File: src/pkg/phy_mgmt_regs.svh
/*
   Offsets, field positions, reset values and frame counts of the PHY
   management access block. Definitions only; included by bare name.
*/
`ifndef PHY_MGMT_REGS_SVH
`define PHY_MGMT_REGS_SVH

// register offsets (byte addresses)
`define DATA_OFFSET     12'h0a4
`define CTRL_OFFSET     12'h0a8
`define EMUL_BASE       12'h1c0

// access register field positions
`define PHY_ADDR_MSB    15
`define PHY_ADDR_LSB    11
`define REG_IDX_MSB     10
`define REG_IDX_LSB     6
`define WNR_BIT         1
`define BUSY_BIT        0

// reset values
`define FIELD_RESET     5'h00
`define DATA_RESET      16'h0000

// emulated register indexes served
`define IDX_LAST_LOW    5'h06
`define IDX_SPECIAL     5'h1f
`define SLOT_SPECIAL    3'h7

// serial frame counts
`define PREAMBLE_BITS   6'h20
`define HDR_LAST        6'h0b
`define DATA_LAST       6'h0f
`define OP_READ         2'h2
`define OP_WRITE        2'h1

`endif

File: src/pkg/phy_mgmt_pkg.sv
/*
   Types of the PHY management access block: serial slave states and
   the state records of both modules. Assumes nothing else.
*/
package phy_mgmt_pkg;

   typedef enum logic [4:0] {
      S_PRE   = 5'b0_0001,
      S_START = 5'b0_0010,
      S_HDR   = 5'b0_0100,
      S_TA    = 5'b0_1000,
      S_DATA  = 5'b1_0000
   } serial_state_t;

   typedef struct packed {
      logic [2:0]    mdc_sync;
      logic [2:0]    mdio_sync;
      logic          mdc_level;
      logic          mdio_level;
      serial_state_t state;
      logic [5:0]    count;
      logic [11:0]   header;
      logic [15:0]   shift;
      logic          matched;
      logic          is_read;
      logic          out;
      logic          oe;
      logic          wr;
      logic [4:0]    index;
      logic [15:0]   wdata;
   } serial_regs_t;

   typedef struct packed {
      logic [4:0]        phy_addr;
      logic [4:0]        reg_idx;
      logic              wnr;
      logic              busy;
      logic [15:0]       sw_data;
      logic [15:0]       phy_data;
      logic              req;
      logic [31:0]       rdata;
      logic [7:0][15:0]  emul;
      logic [4:0]        strap;
      logic              strap_taken;
   } engine_regs_t;

endpackage : phy_mgmt_pkg

File: src/pkg/emul_access_if.sv
/*
   Carrier between the serial management slave and the emulated
   register set. Assumes both ends share one clock.
*/
`timescale 1ns/1ps
interface emul_access_if;
   logic        wr;
   logic [4:0]  index;
   logic [15:0] wdata;
   logic [15:0] rdata;

   modport provider  (input wr, input index, input wdata, output rdata);
   modport requester (output wr, output index, output wdata, input rdata);
endinterface : emul_access_if

File: src/rtl/mdio_serial_slave.sv
/*
   Clause 22 serial management slave for the emulated PHY register set.
   Assumes mdc and mdio_in are asynchronous pins and that the register
   set answers rdata combinationally for the index it is given.
*/
`timescale 1ns/1ps
`include "phy_mgmt_regs.svh"
module mdio_serial_slave (
   input  wire logic                clk,
   input  wire logic                reset_n,
   input  wire logic                mdc,
   input  wire logic                mdio_in,
   output logic                     mdio_out,
   output logic                     mdio_oe,
   input  wire logic                phy_mode,
   input  wire logic [4:0]          strap_addr,
   emul_access_if.requester         bus
);
   localparam phy_mgmt_pkg::serial_regs_t SERIAL_RESET =
      '{state: phy_mgmt_pkg::S_PRE, default: '0};

   phy_mgmt_pkg::serial_regs_t r_reg;
   phy_mgmt_pkg::serial_regs_t r_next;
   logic                       mdc_agree;
   logic                       rise;
   logic                       bit_in;
   logic [11:0]                hdr;

   always_comb begin
      r_next = r_reg;
      r_next.wr = 1'b0;
      r_next.mdc_sync = {r_reg.mdc_sync[1:0], mdc};
      r_next.mdio_sync = {r_reg.mdio_sync[1:0], mdio_in};
      mdc_agree = (r_reg.mdc_sync[1] == r_reg.mdc_sync[2]);
      rise = mdc_agree && r_reg.mdc_sync[2] && !r_reg.mdc_level;
      bit_in = (r_reg.mdio_sync[1] == r_reg.mdio_sync[2]) ?
               r_reg.mdio_sync[2] : r_reg.mdio_level;
      hdr = {r_reg.header[10:0], bit_in};
      if (mdc_agree) begin
         r_next.mdc_level = r_reg.mdc_sync[2];
      end
      r_next.mdio_level = bit_in;
      if (rise) begin
         unique case (r_reg.state)
            phy_mgmt_pkg::S_PRE: begin
               if (bit_in) begin
                  if (r_reg.count != `PREAMBLE_BITS) begin
                     r_next.count = r_reg.count + 6'h01;
                  end
               end else if (r_reg.count == `PREAMBLE_BITS) begin
                  r_next.state = phy_mgmt_pkg::S_START;
               end else begin
                  r_next.count = '0;
               end
            end
            phy_mgmt_pkg::S_START: begin
               r_next.count = '0;
               r_next.state = bit_in ? phy_mgmt_pkg::S_HDR
                                     : phy_mgmt_pkg::S_PRE;
            end
            phy_mgmt_pkg::S_HDR: begin
               r_next.header = hdr;
               r_next.count = r_reg.count + 6'h01;
               if (r_reg.count == `HDR_LAST) begin
                  r_next.is_read = (hdr[11:10] == `OP_READ);
                  // silent unless strap address and PHY mode match
                  r_next.matched = phy_mode && (hdr[9:5] == strap_addr)
                     && (hdr[11:10] == `OP_READ
                         || hdr[11:10] == `OP_WRITE);
                  r_next.index = hdr[4:0];
                  r_next.count = '0;
                  r_next.state = phy_mgmt_pkg::S_TA;
               end
            end
            phy_mgmt_pkg::S_TA: begin
               r_next.count = r_reg.count + 6'h01;
               if (r_reg.count == '0) begin
                  // first turnaround bit left floating, then drive zero
                  r_next.oe = r_reg.matched && r_reg.is_read;
                  r_next.out = 1'b0;
                  r_next.shift = bus.rdata;
               end else begin
                  r_next.out = r_reg.shift[15];
                  r_next.shift = {r_reg.shift[14:0], 1'b0};
                  r_next.count = '0;
                  r_next.state = phy_mgmt_pkg::S_DATA;
               end
            end
            phy_mgmt_pkg::S_DATA: begin
               r_next.count = r_reg.count + 6'h01;
               if (r_reg.is_read) begin
                  r_next.out = r_reg.shift[15];
                  r_next.shift = {r_reg.shift[14:0], 1'b0};
               end else begin
                  r_next.shift = {r_reg.shift[14:0], bit_in};
               end
               if (r_reg.count == `DATA_LAST) begin
                  r_next.oe = 1'b0;
                  r_next.out = 1'b0;
                  r_next.wdata = {r_reg.shift[14:0], bit_in};
                  r_next.wr = r_reg.matched && !r_reg.is_read;
                  r_next.count = '0;
                  r_next.state = phy_mgmt_pkg::S_PRE;
               end
            end
            default: begin
               r_next = SERIAL_RESET;
            end
         endcase
      end
   end

   always_ff @(posedge clk or negedge reset_n) begin
      if (!reset_n) begin
         r_reg <= SERIAL_RESET;
      end else begin
         r_reg <= r_next;
      end
   end

   assign mdio_out = r_reg.out;
   assign mdio_oe = r_reg.oe;
   assign bus.wr = r_reg.wr;
   assign bus.index = r_reg.index;
   assign bus.wdata = r_reg.wdata;
endmodule : mdio_serial_slave

File: src/rtl/phy_mgmt_indirect_access.sv
/*
   PHY management access: indirect access engine toward the internal
   PHYs plus the emulated PHY register set, reached both from the
   register port and from the serial management slave.
   Assumes one clock, a register master that keeps the busy handshake,
   and internal PHY logic answering mgmt_req with one mgmt_done pulse.
*/
//
// Summary of operation
// - access register write launches one cycle
// - bits 15:11 select PHY, reset zero
// - bits 10:6 select register, reset zero
// - write data held until busy clears
// - read data invalid until busy clears
// - indirect cycles never reach emulated registers
// - emulated set via memory and serial frames
// - serial access only in PHY mode
// - answer only strap-matching PHY address
// - serial registers are sixteen bits wide
// - fixed serial index decode list
// - emulated set follows standard register layout
// - data read depends on direction bit
//
`timescale 1ns/1ps
`include "phy_mgmt_regs.svh"
module phy_mgmt_indirect_access (
   input  wire logic        clk,
   input  wire logic        reset_n,
   input  wire logic [11:0] addr,
   input  wire logic [31:0] wdata,
   input  wire logic        wr,
   input  wire logic        rd,
   output logic      [31:0] rdata,
   output logic             mgmt_req,
   output logic      [4:0]  mgmt_phy_addr,
   output logic      [4:0]  mgmt_reg_index,
   output logic             mgmt_write,
   output logic      [15:0] mgmt_wdata,
   input  wire logic        mgmt_done,
   input  wire logic [15:0] mgmt_rdata,
   input  wire logic        mdc,
   input  wire logic        mdio_in,
   output logic             mdio_out,
   output logic             mdio_oe,
   input  wire logic        phy_mode,
   input  wire logic [4:0]  phy_addr_strap
);
   localparam logic [11:0] EMUL_BASE_A = `EMUL_BASE;

   phy_mgmt_pkg::engine_regs_t r_reg;
   phy_mgmt_pkg::engine_regs_t r_next;
   emul_access_if              link ();

   logic       ctrl_wr;
   logic       data_wr;
   logic       emul_hit;
   logic [3:0] serial_slot;

   // index decode: {served, slot}; slots 0..6 direct, 31 in slot 7
   function automatic logic [3:0] slot_of(input logic [4:0] idx);
      logic [3:0] s;
      s = 4'h0;
      if (idx <= `IDX_LAST_LOW) begin
         s = {1'b1, idx[2:0]};
      end else if (idx == `IDX_SPECIAL) begin
         s = {1'b1, `SLOT_SPECIAL};
      end
      return s;
   endfunction : slot_of

   mdio_serial_slave serial (
      .clk        (clk),
      .reset_n    (reset_n),
      .mdc        (mdc),
      .mdio_in    (mdio_in),
      .mdio_out   (mdio_out),
      .mdio_oe    (mdio_oe),
      .phy_mode   (phy_mode),
      .strap_addr (r_reg.strap),
      .bus        (link.requester)
   );

   always_comb begin
      serial_slot = slot_of(link.index);
      // unlisted indexes answer zero
      link.rdata = serial_slot[3] ? r_reg.emul[serial_slot[2:0]]
                                  : `DATA_RESET;
   end

   always_comb begin
      r_next = r_reg;
      r_next.req = 1'b0;
      r_next.rdata = '0;
      ctrl_wr = wr && (addr == `CTRL_OFFSET);
      data_wr = wr && (addr == `DATA_OFFSET);
      emul_hit = (addr[11:5] == EMUL_BASE_A[11:5]) && (addr[1:0] == 2'h0);

      // strap sampled once, the first edge after reset release
      if (!r_reg.strap_taken) begin
         r_next.strap = phy_addr_strap;
         r_next.strap_taken = 1'b1;
      end

      // writes during busy are dropped so the driven data stays put
      if (data_wr && !r_reg.busy) begin
         r_next.sw_data = wdata[15:0];
      end
      if (ctrl_wr && !r_reg.busy) begin
         r_next.phy_addr = wdata[`PHY_ADDR_MSB:`PHY_ADDR_LSB];
         r_next.reg_idx = wdata[`REG_IDX_MSB:`REG_IDX_LSB];
         r_next.wnr = wdata[`WNR_BIT];
         r_next.busy = 1'b1;
         r_next.req = 1'b1;
      end
      if (r_reg.busy && mgmt_done) begin
         r_next.busy = 1'b0;
         if (!r_reg.wnr) begin
            r_next.phy_data = mgmt_rdata;
         end
      end

      // emulated set: register port then serial slave; the indirect
      // engine has no path into it
      if (wr && emul_hit) begin
         r_next.emul[addr[4:2]] = wdata[15:0];
      end
      if (link.wr && serial_slot[3]) begin
         r_next.emul[serial_slot[2:0]] = link.wdata;
      end

      if (rd) begin
         if (addr == `DATA_OFFSET) begin
            r_next.rdata = {16'h0000,
               r_reg.wnr ? r_reg.sw_data : r_reg.phy_data};
         end else if (addr == `CTRL_OFFSET) begin
            r_next.rdata = {16'h0000, r_reg.phy_addr, r_reg.reg_idx,
                            4'h0, r_reg.wnr, r_reg.busy};
         end else if (emul_hit) begin
            // memory view pads the sixteen-bit register
            r_next.rdata = {16'h0000, r_reg.emul[addr[4:2]]};
         end
      end
   end

   always_ff @(posedge clk or negedge reset_n) begin
      if (!reset_n) begin
         r_reg <= '0;
      end else begin
         r_reg <= r_next;
      end
   end

   assign rdata = r_reg.rdata;
   assign mgmt_req = r_reg.req;
   assign mgmt_phy_addr = r_reg.phy_addr;
   assign mgmt_reg_index = r_reg.reg_idx;
   assign mgmt_write = r_reg.wnr;
   assign mgmt_wdata = r_reg.sw_data;
endmodule : phy_mgmt_indirect_access

File: config.mk
export PLATFORM = sky130hd
export DESIGN_NAME = phy_mgmt_indirect_access
export DESIGN_NICKNAME = d
export VERILOG_FILES = /design/src/pkg/phy_mgmt_pkg.sv /design/src/pkg/emul_access_if.sv /design/src/rtl/mdio_serial_slave.sv /design/src/rtl/phy_mgmt_indirect_access.sv
export VERILOG_INCLUDE_DIRS = /design/src /design/src/pkg
export SDC_FILE = /design/constraint.sdc
export NUM_CORES = 1
export LEC_CHECK = 0
export BUFFER_PORTS_ARGS = -buffer_cell sky130_fd_sc_hd__buf_2
export CAP_MARGIN = 20
export CORE_UTILIZATION = 61
export CTS_CLUSTER_DIAMETER = 80
export DETAILED_ROUTE_END_ITERATION = 6
export GPL_TIMING_DRIVEN = 0
export HOLD_SLACK_MARGIN = 0.03
export PLACE_DENSITY = 0.86
export SLEW_MARGIN = 20
export SYNTH_ARGS = -nofsm -noshare
export SYNTH_HDL_FRONTEND = slang
export SYNTH_HIERARCHICAL = 1
export SYNTH_SLANG_ARGS = --single-unit
File: constraint.sdc
create_clock -name clk -period 2.5 [get_ports clk]
set_input_delay 0.375 -clock clk [delete_from_list [all_inputs] [get_ports clk]]
set_output_delay 0.375 -clock clk [all_outputs]
set_load 0.005 [all_outputs]
==> results.ini, run 1 <==
[clock_network]
cts-root-buf=clkbuf_16
tritoncts=done
cts_buffer_count=28
clk_latency_ps=550
clock_pin_slew_on_the_worst_setup_and_hold_paths_ps=60
clock_tree.buffer_depth=3
cts_max_level=1
clkSinkCount=267

[hold_path]
start_point_of_the_worst_min_delay_path=mdio_in
worstHoldPathType=in -> reg
hold_path_depth=2
holdPathEnd=serial/r_reg[67]

[setup_path]
worstPathMaxFanout=10
timing.critical_path.arrival_ps=2950
category_of_the_worst_setup_path_launch_point=flop
criticalPathCategory=reg -> reg
r2r-end=serial/r_reg[32]
cpPeakStageDelay_ps=390
worst-r2r-setup-slack_ps=8
reg2regPathDepth=11
worst_ep_required_time_ps=2960
worstSetupEndpointType=flop
worstPathBufferInverterCount=5
critical_path.slowest_cell=dfrtp_1
critical_path.top_delay_family=buffers and inverters
crit-reg2reg-launch=serial/bus.index[4]
critical_path.cell_chain=buf_4 -> buf_6 -> a211oi_4 -> o21ai_2 -> buf_6 -> buf_4 -> buf_12 -> mux2_2 -> nor4_4 -> a22oi_1 -> o21ai_1

[timing]
layout_min_cycle_time_ps=2490
max_freq_mhz=401
timing.hold.ws_ps=52.3
rsz_0062_raised_after_global_routing=yes
relSlewSlack=0.521
setup_violations=0
timing.final.hold_violations=0
timing_worst_slew_pin_value_ps=718
clock-skew-final_ps=14.7
setup-tns-final_ps=0
layout_worst_path_cycle_share=0.997
post-route-worst-setup-slack_ps=8.18
maxSlewViolCount=0

[placement]
placedInstanceArea_um2=16700
dpl_wire_length_mm=30.4
routabilityCongestion=0.946
io_buffers=85
post_placement_setup_slack_ps=-896
cell_count_post_placement=1916

[routing]
antenna_violating_nets_post_route=0
top_routing_layer_used=met5
m1WireLength_mm=16.7
met2RoutedLength_mm=20.8
routed_wirelength_mm=42.5
post_drt_wl_per_cell_um=21.5
first_iter_violations=1371
route.met3.wl_mm=3.44
route.detailed.vias_per_inst=6.29
post-route-drc-count=0
detail_route.first_pass.iterations=6
routed-via-count=12500

[yosys]
synth.lib_cells_used.distinct=80
syn_area_um2=15700
synth_area_leader_cell=dfrtp_1
synthArstFlopShare=1.00
syn-instance-count=1483
ys_flop_type=dfrtp_1
ys_seq_elements=267
synth-seq-area-share=0.426
syn-mean-instance-area_um2=10.6
synth.area.top_cells=dfrtp_1 42%, mux2_2 11%, mux2i_1 8.8%, buf_4 4.1%, a21oi_1 3.0%
synth_top_area_share=0.425
ys.warnings.count=6
number_of_enable_flip_flop_cells_after_synthesis=0

[final_layout]
final_core_util=0.714
nFillCells=1739
flow.area_growth_from_synthesis_pct=14.8
final_common_cell=dfrtp_1
final_cell_count_no_fill=1980
mostFrequentLayoutCells=266 x dfrtp_1, 154 x mux2_2, 137 x mux2i_1
final_nets=1705
largest_register_ff_count=151
stdcell_area_um2=18000
final_layout_size_suffix_gt1_frac=0.316

[power]
power.switching_fraction=0.254
internal_power_mw=7.31
power_frac_seq=0.459
switchingPower_mw=2.49
power_density_nw_per_um2=545
total_power_mw=9.80
clock_power_share=0.425
vdd.ir_drop.worst_v=0.000714
comb_power_share=0.116
p_leak_nw=8.62

[floorplanning]
core.rowCount=58
num_io_pins=135
die_outline_width_um=162
die_height_um=162
core_area_um2=25200
initial_core_util=0.622
total_die_area_um2=26300

[global_route]
grt.overflow.total=0
vias_in_the_first_global_route=12300
grt_antenna_before_repair=1
maximum_number_of_pins_on_one_net_before_global_route_repair=80
grtUsageTotal=0.324
first_pass_grt_wire_length_mm=67.1

[job]
timing.max_cap.violations=0

[outcome]
run_status=finished, final reports clean

## synthesized netlist by cell type (5+ instances only)
library cell  count
inv_1            24
and3_1            5
o211ai_1          7
nor2_1          119
o21ai_0          45
a21oi_1          95
a22oi_1          43
buf_1            22
clkbuf_1         67
and4b_1           5
a22o_1            8
o22a_1            6
mux2i_1         137
dfrtp_1         266
nand3_1          31
nand4b_1          5
and3b_1          10
mux4_2           20
a32oi_1          17
buf_6             6
o221ai_1         10
o21ai_1           9
a211oi_1         12
mux2_4           10
nor2b_1          24
buf_2            38
a21o_1           13
nor4_1           11
a2111oi_0         9
buf_4            86
nand2_1          70
nand2b_1         16
mux2_2          154
## power groups by stage
stage / combinational (mW) / clock (mW) / sequential [mW]
2_1_floorplan: 0.765 / 0 / 4.56
3_3_place_gp: 1.06 / 0 / 4.57
3_5_place_dp: 1.11 / 0 / 4.58
4_1_cts: 1.12 / 4.19 / 4.50
5_1_grt: 1.24 / 4.36 / 4.51
6_report: 1.14 / 4.16 / 4.50
## how the worst max path moves through the flow
stage                     slack [ps]  cells past startpoint               end                 from
after CTS                         -4                      9  serial/r_reg[33]  serial/bus.index[3]
after detailed placement        -900                      8  serial/r_reg[31]  serial/bus.index[0]
after global placement         -3680                      1  serial/r_reg[68]              reset_n
final                              8                     11  serial/r_reg[32]  serial/bus.index[4]
after floorplan                  220                     10  serial/r_reg[32]  serial/bus.index[2]
after global routing             -70                      9  serial/r_reg[39]  serial/bus.index[4]
## cell type report
class,count,area (um^2),share of cell area
well taps,330,413,0.0230
repair buffers,102,626,0.0348
clock inverters,5,27.5,0.00153
clock buffers,46,900,0.0500
flip-flops and latches,267,6680,0.371
multi-input cells,988,7970,0.443
diodes,1,2.50,0.000139
inverters,24,90.1,0.00501
plain buffers,217,1280,0.0712
## cells by family after synthesis
logic type | synth area share
simple gates | 0.118
other cells | 0.000479
flops | 0.426
fa+ha+maj | 0.00383
xor+xnor | 0.00391
mux | 0.239
compound gates | 0.123
buf+inv | 0.0847
## timing repair
item | CTS | global route
cloned | 0 | 0
hold buffers | 1 | 0
setup buffers | 13 | 0
endpoints found under the hold margin | 61 | 0
setup endpoints to repair | 73 | 27
gates resized for setup | 50 | 34
pin swaps | 8 | 9
## routing by layer
layer	track usage	vias up
met2	0.552	721
met4	0.114	2
met5	0	-
li1	-	5556
met1	0.421	6042
met3	0.0452	130
## worst register-to-register path: cells and delay by family, from the launching register on
kind	cells	cell delay, ps
simple gates	1	340
compound gates	4	670
buf+inv	5	730
flops	1	390
mux	1	300
(Power assumes the default switching activity.)
==> run 2: changes to the inputs <==
BUFFER_PORTS_ARGS = default   (was -buffer_cell sky130_fd_sc_hd__buf_2)
CORE_UTILIZATION = 65   (was 61)
DONT_BUFFER_PORTS = 1   (was default)
REMOVE_ABC_BUFFERS = 1   (was default)
==> run 2 against run 1 <==
- the flow now finishes with violations (hold timing, setup timing)
- hold slack worse by 540 ps
- sequential cell count stayed put
- non-clock buffer count decreased by 238
- routed wire length is 10% higher
- sequential share of layout area grew 2.0 points
==> results.ini, run 2 (synthesized netlist as in run 1, its figures left out) <==
[outcome]
run_status=finished with violations
failed_checks=hold timing, setup timing

[global_route]
grt.overflow.total=0  ; unchanged
grtUsageTotal=0.374  ; +0.0508
first_pass_grt_wire_length_mm=69.8  ; +4.1%
grt_antenna_before_repair=0  ; -1
maximum_number_of_pins_on_one_net_before_global_route_repair=268  ; +240%
vias_in_the_first_global_route=12500  ; +1.9%

[final_layout]
n_antenna_cell=0  ; -1
final_core_util=0.726  ; +0.0117
nFillCells=1482  ; -15%
final_common_cell=dfrtp_1
final_nets=1469  ; -14%
flow.area_growth_from_synthesis_pct=9.08
stdcell_area_um2=17100  ; -5.0%
ff_latch_area_um2=6700  ; +0.21%
final_cell_count_no_fill=1734  ; -12%
mostFrequentLayoutCells=261 x dfrtp_1, 154 x mux2_2, 137 x mux2i_1
final_layout_size_suffix_gt1_frac=0.242  ; -0.0743
multi_input_combinational_cell_area_um2=8030  ; +0.75%
largest_register_ff_count=151  ; unchanged

[clock_network]
tritoncts=done
cts_max_level=1  ; unchanged
clock_tree.buffer_depth=3  ; unchanged
clock_pin_slew_on_the_worst_setup_and_hold_paths_ps=60  ; about the same
cts-root-buf=clkbuf_16
cts_buffer_count=29  ; +3.6%
post_cts_hold_buffer_count=40  ; +39
clk_latency_ps=560  ; about the same
clkSinkCount=267  ; unchanged

[setup_path]
category_of_the_worst_setup_path_launch_point=flop
worst_ep_required_time_ps=2940  ; -20 ps
criticalPathCategory=reg -> reg
worstPathMaxFanout=15  ; +5
timing.critical_path.arrival_ps=2950  ; about the same
worstSetupEndpointType=flop

[floorplanning]
initial_core_util=0.666  ; +0.0433
die_outline_width_um=157  ; -3.1%
total_die_area_um2=24700  ; -6.1%
core.rowCount=56  ; -3.4%
core_area_um2=23500  ; -6.5%
die_height_um=157  ; -3.1%
num_io_pins=135  ; unchanged

[routing]
routed_wirelength_mm=46.8  ; +10%
route.met3.wl_mm=5.86  ; +71%
top_routing_layer_used=met4
first_iter_violations=1824  ; +33%
met2RoutedLength_mm=21.4  ; +3.1%
post-route-drc-count=0  ; unchanged
antenna_violating_nets_post_route=0  ; unchanged
post_drt_wl_per_cell_um=27.0  ; +26%
detail_route.first_pass.iterations=6  ; unchanged
m1WireLength_mm=16.7  ; -0.33%
route.detailed.vias_per_inst=7.18  ; +14%
routed-via-count=12500  ; +0.048%

[placement]
post_placement_setup_slack_ps=-1050  ; -153 ps
placedInstanceArea_um2=15300  ; -8.4%
cell_count_post_placement=1617  ; -16%
routabilityCongestion=0.890  ; -5.9%
dpl_wire_length_mm=25.8  ; -15%
io_buffers=0  ; -100%

[power]
total_power_mw=9.96  ; +1.6%
p_leak_nw=7.77  ; -9.9%
vdd.ir_drop.worst_v=0.000651  ; -8.9%
power_density_nw_per_um2=582  ; +6.9%

[hold_path]
worstHoldPathType=in -> async

[timing]
maxSlewViolCount=0  ; unchanged
relSlewSlack=0.237  ; -0.284
timing.hold.ws_ps=-489  ; -542 ps
rsz_0062_raised_after_global_routing=yes
timing_worst_slew_pin_value_ps=1140  ; +424 ps
max_freq_mhz=397  ; -1.1%
clock-skew-final_ps=16.7  ; +2.00 ps
setup-tns-final_ps=-107  ; -107 ps
layout_min_cycle_time_ps=2520  ; +27.9 ps
layout_worst_path_cycle_share=1.01  ; +0.0112
post-route-worst-setup-slack_ps=-19.8  ; -27.9 ps
setup_violations=12  ; +12
timing.final.hold_violations=266  ; +266

[job]
timing.max_cap.violations=0  ; unchanged

run 2: cell types whose count changed in the layout (fill, tap and decap cells not counted), moves of 5 or more:
| cell | previous run | this run |
|---|---|---|
| buf_1 | 20 | 0 |
| buf_4 | 99 | 18 |
| a2111oi_2 | 7 | 2 |
| nor4_4 | 8 | 3 |
| dlygate4sd3_1 | 1 | 40 |
| dfrtp_1 | 266 | 261 |
| buf_2 | 120 | 3 |
| clkbuf_1 | 65 | 6 |
| clkbuf_4 | 5 | 0 |
run 2: power by group:
part / internal [mW] / switching, mW / total [mW]
sequential: 4.44 / 0.123 / 4.56
combinational: 0.365 / 0.495 / 0.860
clock: 2.75 / 1.78 / 4.53
total: 7.55 / 2.40 / 9.96
run 2: layout make-up:
| class | count | area share |
|---|---|---|
| multi-input combinational | 989 | 0.470 |
| clock buffer | 42 | 0.0494 |
| inverter | 24 | 0.00527 |
| sequential | 267 | 0.392 |
| timing repair buffer | 81 | 0.0507 |
| tap | 319 | 0.0234 |
| clock inverter | 12 | 0.00988 |
run 2: path summary, 6_finish.rpt:
path	start	end	slack, ps	cells past startpoint
max	serial/bus.index[0]	r_reg[35]	-20	5
max reg2reg	serial/bus.index[0]	r_reg[35]	-20	5
max in group asynchronous	reset_n	serial/bus.index[2]	2300	0
min in group clk	wdata[11]	r_reg[97]	30	2
min reg2reg	serial/r_reg[67]	serial/r_reg[68]	460	1
min	reset_n	r_reg[168]	-490	0
run 2: critical path, stage by stage, from the launching register on:
cell and delay, ps:
dfrtp_4 630, and3_4 300, a22o_4 380, or4b_4 580, buf_12 190, mux2_4 310
run 2: what timing repair did:
item                       4_1_cts  5_1_grt
buffers inserted                 6       16
cloned                           1        0
setup endpoints to repair      170       83
hold endpoints to repair       328      267
gates resized for setup         32       18
pin swaps                        4        2
run 2: routing by layer:
layer,up-vias,track usage
li1,5088,-
met1,6079,0.455
met2,1008,0.585
met3,282,0.109
met4,0,0.239
met5,-,0
==> run 3: changes to the inputs <==
PLACE_DENSITY = 0.84   (was 0.86)
==> run 3 against run 2 <==
- the flow still finishes with violations (hold timing, setup timing)
- die area stayed put
- routed wire length is 2.3% lower
- critical endpoint is now serial/r_reg[38]
- largest power group unchanged
- cell count hardly changed
- clock skew is 6.0 ps higher
- maximum frequency is 0.43% lower
- setup slack worse by 11 ps
- global-route usage is 0.86 points lower
==> results.ini, run 3 (synthesized netlist as in run 1, its figures left out) <==
[outcome]
run_status=finished with violations
failed_checks=hold timing, setup timing

[global_route]
first_pass_grt_wire_length_mm=68.6  ; -1.7%
grt.overflow.total=0  ; unchanged
grt_antenna_before_repair=0  ; unchanged
maximum_number_of_pins_on_one_net_before_global_route_repair=268  ; unchanged
vias_in_the_first_global_route=12300  ; -1.9%
grtUsageTotal=0.366  ; -0.00863

[clock_network]
clock_tree.buffer_depth=3  ; unchanged
clk_latency_ps=550  ; about the same
cts_buffer_count=29  ; unchanged
cts-root-buf=clkbuf_16
clock_pin_slew_on_the_worst_setup_and_hold_paths_ps=60  ; about the same
clkSinkCount=267  ; unchanged
cts_max_level=1  ; unchanged
tritoncts=done
post_cts_hold_buffer_count=40  ; unchanged

[placement]
cell_count_post_placement=1616  ; -0.062%
routabilityCongestion=0.905  ; +1.7%
dpl_wire_length_mm=25.3  ; -2.1%
post_placement_setup_slack_ps=-978  ; +71.0 ps
placedInstanceArea_um2=15200  ; about the same
io_buffers=0  ; unchanged

[timing]
clock-skew-final_ps=22.7  ; +5.95 ps
timing_worst_slew_pin_value_ps=1190  ; +52.7 ps
post-route-worst-setup-slack_ps=-30.6  ; -10.8 ps
setup_violations=4  ; -8
layout_worst_path_cycle_share=1.01  ; +0.00434
maxSlewViolCount=0  ; unchanged
timing.final.hold_violations=267  ; +0.38%
relSlewSlack=0.201  ; -0.0356
max_freq_mhz=395  ; -0.43%
rsz_0062_raised_after_global_routing=yes
layout_min_cycle_time_ps=2530  ; +10.8 ps
timing.hold.ws_ps=-488  ; +0.928 ps

[final_layout]
stdcell_area_um2=17000  ; -0.72%
final_layout_size_suffix_gt1_frac=0.239  ; -0.00266
final_cell_count_no_fill=1733  ; -0.058%
n_antenna_cell=0  ; unchanged
ff_latch_area_um2=6700  ; about the same
final_core_util=0.721  ; -0.00521
mostFrequentLayoutCells=261 x dfrtp_1, 154 x mux2_2, 137 x mux2i_1
largest_register_ff_count=151  ; unchanged
nFillCells=1515  ; +2.2%
final_common_cell=dfrtp_1
final_nets=1470  ; +0.068%
multi_input_combinational_cell_area_um2=8030  ; about the same
flow.area_growth_from_synthesis_pct=8.30

[floorplanning]
core_area_um2=23500  ; unchanged
die_height_um=157  ; unchanged
total_die_area_um2=24700  ; unchanged
die_outline_width_um=157  ; unchanged
core.rowCount=56  ; unchanged
num_io_pins=135  ; unchanged
initial_core_util=0.666  ; unchanged

[power]
vdd.ir_drop.worst_v=0.000791  ; +21%
total_power_mw=9.53  ; -4.3%
power_density_nw_per_um2=562  ; -3.6%
p_leak_nw=7.72  ; -0.62%

[setup_path]
timing.critical_path.arrival_ps=3000  ; +50 ps
crit-reg2reg-launch=serial/bus.index[1]
worstSetupEndpointType=flop
r2r-end=serial/r_reg[38]
worstPathMaxFanout=11  ; -4
criticalPathCategory=reg -> reg
worst-r2r-setup-slack_ps=-30  ; about the same
category_of_the_worst_setup_path_launch_point=flop
worst_ep_required_time_ps=2970  ; +30 ps
reg2regPathDepth=8  ; +3

[routing]
route.detailed.vias_per_inst=7.06  ; -1.7%
routed_wirelength_mm=45.7  ; -2.3%
post-route-drc-count=0  ; unchanged
routed-via-count=12200  ; -1.8%
detail_route.first_pass.iterations=6  ; unchanged
antenna_violating_nets_post_route=0  ; unchanged
first_iter_violations=1723  ; -5.5%
post_drt_wl_per_cell_um=26.4  ; -2.2%

[hold_path]
worstHoldPathType=in -> async

[job]
timing.max_cap.violations=0  ; unchanged

## run 3: final cells by class
type                    instances  area share
clock buffers                  44      0.0490
inverters                      24     0.00531
flip-flops and latches        267       0.395
multi-input cells             989       0.473
clock inverters                 8     0.00383
repair buffers                 82      0.0506
well taps                     319      0.0235
## run 3: stage by stage
step / hold slack (ps) / setup TNS, ps
4_1_cts: -489 / 0
3_3_place_gp: 85.0 / -564490
3_5_place_dp: 85.1 / -71010
5_1_grt: -491 / -417
6_report: -488 / -49.0
2_1_floorplan: 79.4 / -149000
## run 3: layer usage
metal  vias up  track usage  wire, um
met5         -            0         0
met4         0        0.226      2950
met3       247       0.0972      5560
met2       942        0.581     20900
met1      5960        0.445     16300
li1       5086            -         -
## run 3: timing repair
| item | CTS | global route |
|---|---|---|
| hold endpoints to repair | 319 | 267 |
| endpoints found under the setup margin | 156 | 83 |
| cloned | 1 | 0 |
| pin swaps | 3 | 5 |
| setup buffers | 6 | 18 |
| resized for setup | 31 | 18 |
## run 3: critical path: stages, from the launching register on
cell      delay (ps)
dfrtp_4          550
buf_4            260
nand2_2          240
o21ai_4          240
buf_8            190
o221ai_1         150
nor4_2           450
a22oi_2          200
o21ai_0          180
## run 3: worst max path at each step
| stage | startpoint | endpoint | slack [ps] | depth (start not counted) |
|---|---|---|---|---|
| after floorplan | serial/bus.index[2] | r_reg[100] | -2330 | 4 |
| after global placement | serial/bus.index[2] | r_reg[86] | -7560 | 4 |
| after detailed placement | serial/bus.index[0] | r_reg[23] | -980 | 4 |
| after CTS | serial/bus.index[2] | serial/r_reg[32] | 10 | 7 |
| after global routing | serial/bus.index[1] | serial/r_reg[38] | -100 | 8 |
| final | serial/bus.index[1] | serial/r_reg[38] | -30 | 8 |
## run 3: power by group
group	internal, mW	switching [mW]
clock	2.38	1.74
sequential	4.44	0.129
combinational	0.364	0.479
